<file path="src/status_unit_pkg.sv">
// Constants for the bus address and status summary byte logic
package status_unit_pkg;
  localparam logic [4:0] DEFAULT_BUS_ADDR = 5'h12; // Decimal 18
  localparam logic [4:0] ADDR_LIMIT = 5'h1e;       // Highest legal primary address
  // Status byte bit positions
  localparam int BIT_POWER_RESTORED = 7;
  localparam int BIT_REQ_SERVICE = 6;
  localparam int BIT_ERROR = 5;
  localparam int BIT_READY = 4;
  localparam int BIT_HW_ERROR = 3;
  localparam int BIT_SWEEPING = 2;
  localparam int BIT_SWEEP_DONE = 1;
  localparam int BIT_PROG_ERROR = 0;
  localparam logic [7:0] STATUS_RESET = 8'h00;
  // Interface state machine, one-hot
  typedef enum logic [2:0] {
    IDLE_ST = 3'h1,
    LISTEN_ST = 3'h2,
    TALK_ST = 3'h4
  } iface_state_type;
endpackage : status_unit_pkg

</file>
<file path="src/sticky_status_bit.sv">
// One status flag with set-over-clear priority
`timescale 1ns/1ps
`default_nettype none
module sticky_status_bit (
  input wire logic SYS_CLK,
  input wire logic RST_B,
  input wire logic set_in,
  input wire logic clear_in,
  output logic flag_out
);
  logic flag_reg;
  logic flag_next;

  // A set in the same cycle as a clear is kept
  assign flag_next = set_in ? 1'b1 : (clear_in ? 1'b0 : flag_reg);

  always_ff @(posedge SYS_CLK or negedge RST_B) begin
    if (!RST_B) begin
      flag_reg <= 1'b0;
    end else begin
      flag_reg <= flag_next;
    end
  end

  assign flag_out = flag_reg;
endmodule : sticky_status_bit
`default_nettype wire

</file>
<file path="src/gpib_status_byte_unit.sv">
// Bus address store, status summary byte and talker/listener states
// How it works
// - Address 18 is used when nothing else has been stored.
// - New address accepted only in local mode, keypad entry after shifted local.
// - Stored address survives power loss; battery loss falls back to 18.
// - B7 sets after power returns; clears on preset or device clear.
// - B6 follows service request; clears on serial poll or condition gone.
// - B5 set while errors exist; clears on preset, clear, error read.
// - B4 sets when a command finishes; clears on new command, clear, trigger.
// - B3 sets on internal failure; clears on preset, clear, error read.
// - B2 sets at sweep start; clears on sweep stop, preset, clear.
// - B1 sets on normal sweep end; clears on preset or clear.
// - B0 sets on invalid command; clears on preset or clear.
// - Basic talker with serial poll response; no talk-only.
// - Basic listener, dropped when addressed to talk; no listen-only.
// - Parallel poll ignored; controller role never taken or passed.
// - Interface clear drops listener and talker states at the next clock edge.
`timescale 1ns/1ps
`default_nettype none
module gpib_status_byte_unit
  import status_unit_pkg::*;
(
  input wire logic SYS_CLK,
  input wire logic RST_B,
  input wire logic POWER_RESTORED,
  input wire logic BATTERY_OK,
  input wire logic LOCAL_MODE,
  input wire logic ADDR_ENTRY_OPEN,
  input wire logic ADDR_WRITE,
  input wire logic [4:0] ADDR_VALUE,
  input wire logic [4:0] NV_ADDR,
  input wire logic NV_ADDR_VALID,
  input wire logic FRONT_PANEL_PRESET_KEY,
  input wire logic DEVICE_CLEAR,
  input wire logic SEL_DEVICE_CLEAR,
  input wire logic PRESET_CMD,
  input wire logic ERROR_READ,
  input wire logic SRQ_CONDITION,
  input wire logic PROG_ERROR_EVENT,
  input wire logic HW_FAULT_EVENT,
  input wire logic CMD_DONE,
  input wire logic DEV_CMD_RECEIVED,
  input wire logic TRIGGER,
  input wire logic SWEEP_START,
  input wire logic SWEEP_END_NORMAL,
  input wire logic SWEEP_ABORT,
  input wire logic IFC,
  input wire logic MY_LISTEN_ADDR,
  input wire logic MY_TALK_ADDR,
  input wire logic UNLISTEN,
  input wire logic UNTALK,
  input wire logic SERIAL_POLL_ENABLE,
  input wire logic SERIAL_POLL_DISABLE,
  input wire logic PARALLEL_POLL,
  input wire logic TAKE_CONTROL,
  output logic [4:0] BUS_ADDR,
  output logic [4:0] NV_ADDR_WRITE_DATA,
  output logic NV_ADDR_WRITE,
  output logic [7:0] STATUS_BYTE,
  output logic SRQ_OUT,
  output logic LISTENER_ACTIVE,
  output logic TALKER_ACTIVE,
  output logic SERIAL_POLL_MODE,
  output logic [7:0] DIO_OUT,
  output logic DIO_OE
);
  logic [4:0] addr_reg;
  logic [4:0] addr_next;
  logic nv_wr_reg;
  logic [4:0] nv_data_reg;
  logic boot_reg;
  logic srq_reg;
  logic srq_cond_reg;
  logic spoll_reg;
  logic spoll_next;
  logic [7:0] dio_reg;
  logic dio_oe_reg;
  logic [7:0] status_bits;
  logic [7:0] set_vec;
  logic [7:0] clr_vec;
  iface_state_type state_reg;
  iface_state_type state_next;

  // Ports come from another clock domain in a real chip; assumed synchronous here
  wire common_clear = FRONT_PANEL_PRESET_KEY | DEVICE_CLEAR | SEL_DEVICE_CLEAR | PRESET_CMD;
  wire addr_ok = ADDR_VALUE <= ADDR_LIMIT;
  wire addr_accept = LOCAL_MODE & ADDR_ENTRY_OPEN & ADDR_WRITE & addr_ok;

  // Address source: battery-backed copy if valid, else factory default
  assign addr_next = addr_accept ? ADDR_VALUE :
    (boot_reg ? ((BATTERY_OK & NV_ADDR_VALID) ? NV_ADDR : DEFAULT_BUS_ADDR) : addr_reg);

  // Loaded once after reset release so the strap-like store is never read by reset
  always_ff @(posedge SYS_CLK or negedge RST_B) begin
    if (!RST_B) begin
      addr_reg <= DEFAULT_BUS_ADDR;
      boot_reg <= 1'b1;
      nv_wr_reg <= 1'b0;
      nv_data_reg <= DEFAULT_BUS_ADDR;
    end else begin
      addr_reg <= addr_next;
      boot_reg <= 1'b0;
      nv_wr_reg <= addr_accept;
      nv_data_reg <= addr_accept ? ADDR_VALUE : nv_data_reg;
    end
  end

  // Service request follows its cause; serial poll drops it
  // A new cause in the poll cycle wins, so that request is not lost
  always_ff @(posedge SYS_CLK or negedge RST_B) begin
    if (!RST_B) begin
      srq_reg <= 1'b0;
      srq_cond_reg <= 1'b0;
    end else begin
      srq_cond_reg <= SRQ_CONDITION;
      if (!SRQ_CONDITION) begin
        srq_reg <= 1'b0;
      end else if (!srq_cond_reg) begin
        srq_reg <= 1'b1;
      end else if (SERIAL_POLL_ENABLE && TALKER_ACTIVE) begin
        srq_reg <= 1'b0;
      end
    end
  end

  // Set and clear causes per status bit
  assign set_vec[BIT_POWER_RESTORED] = POWER_RESTORED;
  assign clr_vec[BIT_POWER_RESTORED] = common_clear;
  assign set_vec[BIT_REQ_SERVICE] = 1'b0;
  assign clr_vec[BIT_REQ_SERVICE] = 1'b0;
  assign set_vec[BIT_ERROR] = PROG_ERROR_EVENT | HW_FAULT_EVENT;
  assign clr_vec[BIT_ERROR] = common_clear | ERROR_READ;
  assign set_vec[BIT_READY] = CMD_DONE;
  assign clr_vec[BIT_READY] = DEV_CMD_RECEIVED | DEVICE_CLEAR | SEL_DEVICE_CLEAR | TRIGGER;
  assign set_vec[BIT_HW_ERROR] = HW_FAULT_EVENT;
  assign clr_vec[BIT_HW_ERROR] = common_clear | ERROR_READ;
  assign set_vec[BIT_SWEEPING] = SWEEP_START;
  assign clr_vec[BIT_SWEEPING] = SWEEP_END_NORMAL | SWEEP_ABORT | common_clear;
  assign set_vec[BIT_SWEEP_DONE] = SWEEP_END_NORMAL;
  assign clr_vec[BIT_SWEEP_DONE] = common_clear;
  assign set_vec[BIT_PROG_ERROR] = PROG_ERROR_EVENT;
  assign clr_vec[BIT_PROG_ERROR] = common_clear;

  // Seven sticky flags share one cell; bit 6 mirrors the request line
  genvar g;
  generate
    for (g = 0; g < 8; g++) begin : g_flag
      if (g == BIT_REQ_SERVICE) begin : g_srq
        assign status_bits[g] = srq_reg;
      end else begin : g_sticky
        sticky_status_bit u_bit (
          .SYS_CLK(SYS_CLK),
          .RST_B(RST_B),
          .set_in(set_vec[g]),
          .clear_in(clr_vec[g]),
          .flag_out(status_bits[g])
        );
      end
    end
  endgenerate

  // Talker/listener states; parallel poll and control passing have no effect
  always_comb begin
    state_next = state_reg;
    case (state_reg)
      IDLE_ST: begin
        if (MY_TALK_ADDR) state_next = TALK_ST;
        else if (MY_LISTEN_ADDR) state_next = LISTEN_ST;
      end
      LISTEN_ST: begin
        if (MY_TALK_ADDR) state_next = TALK_ST;
        else if (UNLISTEN) state_next = IDLE_ST;
      end
      TALK_ST: begin
        if (UNTALK) state_next = IDLE_ST;
        else if (MY_LISTEN_ADDR && !MY_TALK_ADDR) state_next = LISTEN_ST;
      end
      default: state_next = IDLE_ST;
    endcase
    if (IFC) state_next = IDLE_ST;
  end

  // Serial poll mode is held until the controller disables it
  assign spoll_next = IFC ? 1'b0 : (SERIAL_POLL_ENABLE ? 1'b1 : (SERIAL_POLL_DISABLE ? 1'b0 : spoll_reg));

  // Data drivers only while talking in serial poll mode
  always_ff @(posedge SYS_CLK or negedge RST_B) begin
    if (!RST_B) begin
      state_reg <= IDLE_ST;
      spoll_reg <= 1'b0;
      dio_reg <= 8'h00;
      dio_oe_reg <= 1'b0;
    end else begin
      state_reg <= state_next;
      spoll_reg <= spoll_next;
      dio_reg <= status_bits;
      dio_oe_reg <= spoll_next && (state_next == TALK_ST) && !IFC;
    end
  end

  assign BUS_ADDR = addr_reg;
  assign NV_ADDR_WRITE = nv_wr_reg;
  assign NV_ADDR_WRITE_DATA = nv_data_reg;
  assign STATUS_BYTE = status_bits;
  assign SRQ_OUT = srq_reg;
  assign LISTENER_ACTIVE = state_reg == LISTEN_ST;
  assign TALKER_ACTIVE = state_reg == TALK_ST;
  assign SERIAL_POLL_MODE = spoll_reg;
  assign DIO_OUT = dio_reg;
  assign DIO_OE = dio_oe_reg;
endmodule : gpib_status_byte_unit
`default_nettype wire

</file>
<file path="config.mk">
export PLATFORM = sky130hd
export DESIGN_NAME = gpib_status_byte_unit
export DESIGN_NICKNAME = d
export VERILOG_FILES = /design/src/status_unit_pkg.sv /design/src/sticky_status_bit.sv /design/src/gpib_status_byte_unit.sv
export SDC_FILE = /design/constraint.sdc
export NUM_CORES = 1
export LEC_CHECK = 0
export BUFFER_PORTS_ARGS = -buffer_cell sky130_fd_sc_hd__buf_4
export CAP_MARGIN = 20
export CORE_UTILIZATION = 44
export DETAILED_ROUTE_END_ITERATION = 6
export GPL_ROUTABILITY_DRIVEN = 0
export GPL_TIMING_DRIVEN = 0
export PLACE_DENSITY_LB_ADDON = 0.25
export SYNTH_ARGS = -nofsm -noshare
export SYNTH_HDL_FRONTEND = slang
export SYNTH_HIERARCHICAL = 1
export SYNTH_SLANG_ARGS = --single-unit
</file>
<file path="constraint.sdc">
create_clock -name SYS_CLK -period 1.8 [get_ports SYS_CLK]
set_clock_uncertainty 0.15 [all_clocks]
set_input_delay 0.18 -clock SYS_CLK [delete_from_list [all_inputs] [get_ports SYS_CLK]]
set_output_delay 0.18 -clock SYS_CLK [all_outputs]
set_load 0.01 [all_outputs]
</file>
==> flow_summary.yaml <==
logic_synthesis:
  netlist_area_um2: 1390
  synth_top_area_share_pct: 50.41
  yosysTopAreaCell: "dfrtp_1"
  synth-main-ff-cell: "dfrtp_1"
  async_reset_ff_share_pct: 100.0
  synth-xor-area-share_pct: 0.6301
  synth_most_common_cell: "dfrtp_1"
  syn_nets: 159
  synth_compound_area_share_pct: 11.34
  muxShareOfSynthArea_pct: 7.921
  synth_edf_count: 0
  synth.yosys.seq_area_share_pct: 61.75
  synth_top_family_by_area: "simple AND/OR/NAND/NOR gates"
  synth_cell_types: 31
  synth_fa_ha_area_share_pct: 0
  postSynthCellCount: 118
  yosys_warnings: 6
  synth.area.top_cells: "dfrtp_1, dfstp_2, mux2_2"
  synth-simple-area-share_pct: 11.61
  synth-seq-cells: 34
  synth_common_cells: "dfrtp_1, inv_1, mux2_2, a21o_1"
  syn_avg_cell_area_um2: 11.78
worst_setup_path:
  cp_max_fo: 10
  rrSetupSlack_ns: 0.19
  crit_top_cell: "buf_4"
  critPathLaunchType: "input pin"
  worst_setup_path_startpoint: "ADDR_VALUE[1]"
  crit_type: "input pin to register"
  cp.required_ns: 1.87
  r2r_start: "state_reg[1]"
  rr_worst_depth: 3
  r2r_end: "state_reg[1]"
  critPathArrivalTime_ns: 1.80
  endpoint: "BUS_ADDR[0]"
  cpMaxStageDelayCell: "dlygate4sd3_1"
  critPathMaxStageDelay_ns: 0.54
  path_cells: "dlygate4sd3_1 -> buf_4 -> and3_1 -> a31oi_1 -> buf_4 -> mux2_2"
  cp-end-kind: "register"
global_route:
  grt_pass1_vias: 1235
  grt_pass1_wl_um: 5250
  antenna_found_initial: 0
  grt.overflow.total: 0
  grt_max_degree: 35
  grt_usage_pct: 21.46
floorplanning:
  coreArea_um2: 3028
  die_w_um: 58.21
  ios: 73
  fp-row-count: 20
  dieArea_um2: 3388
  die_y_um: 58.21
  start_util_pct: 45.91
power_and_ir_drop:
  switching_share_pct: 25.69
  seq_power_share_pct: 53.0
  power.internal_w: 0.001249
  powerDensity_nw_per_um2: 765.8
  vdd_ir_drop_max_uv: 520.0
  p_sw_w: 0.0004318
  power.share.clock_pct: 25.7
  power.share.combinational_pct: 21.4
  p_leak_nw: 1.143
clock_tree:
  clkSlewWorstSetupHoldPaths_ns: 0.10
  cts_buffers: 5
  post-cts-setup-buffer-count: 0
  cts-root-buf: "clkbuf_4"
  cts_tree: "yes"
  htreeDepth: 2
  cts_sinks: 34
  cts_max_path_buffers: 2
  clk_latency_ns: 0.34
route:
  first_pass_iters: 4
  wl_um: 3263
  drt-initial-drc-count: 24
  vias: 1204
  drtAntennaViolNets: 0
  wl_per_cell_um: 12.80
  drc: 0
  post_drt_via_cell_ratio: 4.722
placed_design:
  hpwl_um: 2316
  dp.cells: 232
  port_buffers: 70
run_status:
  outcome: "complete, no violations"
timing:
  fin_crit_sh_pct: 96.08
  slew_viol_final: 0
  fin_crit_ns: 1.729
  grt_setup_unrepaired: "no"
  setup_violations: 0
  hold_viol_final: 0
  finalSetupTns_ns: 0
  fmax_ghz: 0.5782
  hold_slack_ns: 0.05449
hold_path:
  hold_depth: 4
  min_path_type: "input pin to register"
cells_and_area:
  area_growth_pct: 57.88
  nets: 251
  fill_cells: 228
  largest_reg_flops: 8
  drive_above_1_share_pct: 46.45
  antenna_cells: 0
  instances_no_fill: 255
job:
  drv_cap: 0
==> power by group through the flow <==
stage / Combinational, W / Sequential [W] / Clock [W]
final: 0.000359 / 0.000890 / 0.000431
after global routing: 0.000392 / 0.000901 / 0.000477
after CTS: 0.000376 / 0.000880 / 0.000448
after detailed placement: 0.000344 / 0.000894 / 0
after global placement: 0.000331 / 0.000889 / 0
after floorplan: 0.000115 / 0.000917 / 0
==> layout by cell type, fill, tap and decap left out, drive strengths merged, types with 2 or more instances in the layout <==
cell,count
or4,2
buf,73
o21ai,2
a21oi,3
or3,2
a21o,7
nor3b,3
dlygate4sd3,17
mux2,8
a31oi,3
mux2i,2
dfrtp,28
or2,2
clkbuf,7
inv,17
o22ai,6
dfstp,6
nor2,4
nand2b,3
nand2,4
==> how the worst min path moves through the flow <==
stage | end | from
after floorplan | BUS_ADDR[0] | RST_B
after global placement | DIO_OUT[5] | RST_B
after detailed placement | DIO_OUT[5] | RST_B
after CTS | DIO_OE | SERIAL_POLL_DISABLE
after global routing | g_flag[2].g_sticky.u_bit/flag_out | SWEEP_ABORT
final | g_flag[2].g_sticky.u_bit/flag_out | SWEEP_ABORT
==> what timing repair did <==
item	CTS	global route
resized for setup	0	3
setup endpoints to repair	0	8
hold endpoints to repair	58	0
hold buffers	17	0
==> final cells by class <==
class / count / area (µm²) / area share, %
Sequential cell: 34 / 859.6 / 39.17
Timing Repair Buffer: 87 / 695.7 / 31.70
Multi-Input combinational cell: 62 / 441.7 / 20.13
Inverter: 17 / 63.81 / 2.908
Clock buffer: 7 / 55.05 / 2.509
Tap cell: 44 / 55.05 / 2.509
Buffer: 3 / 18.77 / 0.8552
Clock inverter: 1 / 5.005 / 0.2281
==> worst max-delay path: cells and delay by family <==
| kind | cells | cell delay, ns |
|---|---|---|
| AO/OA/AOI/OAI | 1 | 0.21 |
| multiplexers | 1 | 0.35 |
| buffers and inverters | 3 | 0.90 |
| AND/OR/NAND/NOR | 1 | 0.16 |
==> per-stage QoR <==
| step | util (%) | area [µm²] | worst slack (ns) | power, W |
|---|---|---|---|---|
| after floorplan | - | 1390 | 0.2234 | 0.001032 |
| after global placement | 65.08 | 1971 | 0.1705 | 0.001221 |
| after detailed placement | 65.08 | 1971 | 0.1609 | 0.001238 |
| after CTS | 72.69 | 2201 | 0.005527 | 0.001703 |
| after global routing | 72.48 | 2195 | 0.002566 | 0.001770 |
| final | 72.48 | 2195 | 0.07058 | 0.001681 |
==> per-layer routing <==
metal | track usage (%) | part of all wire (%)
met4 | 11.22 | 2.0
met2 | 39.57 | 55
met3 | 5.580 | 6.0
met5 | 0 | 0
met1 | 22.11 | 37
==> logic make-up (layout without fill, tap and decap cells) <==
kind of cell	after synthesis	in the layout
DFF	34	34
and+or+nand+nor	26	26
AOI/OAI and AO/OA	24	24
buffers and inverters	22	115
muxes	10	10
other	1	1
xor gates and xnor gates	1	1
Power figures use the tool's default switching activity.
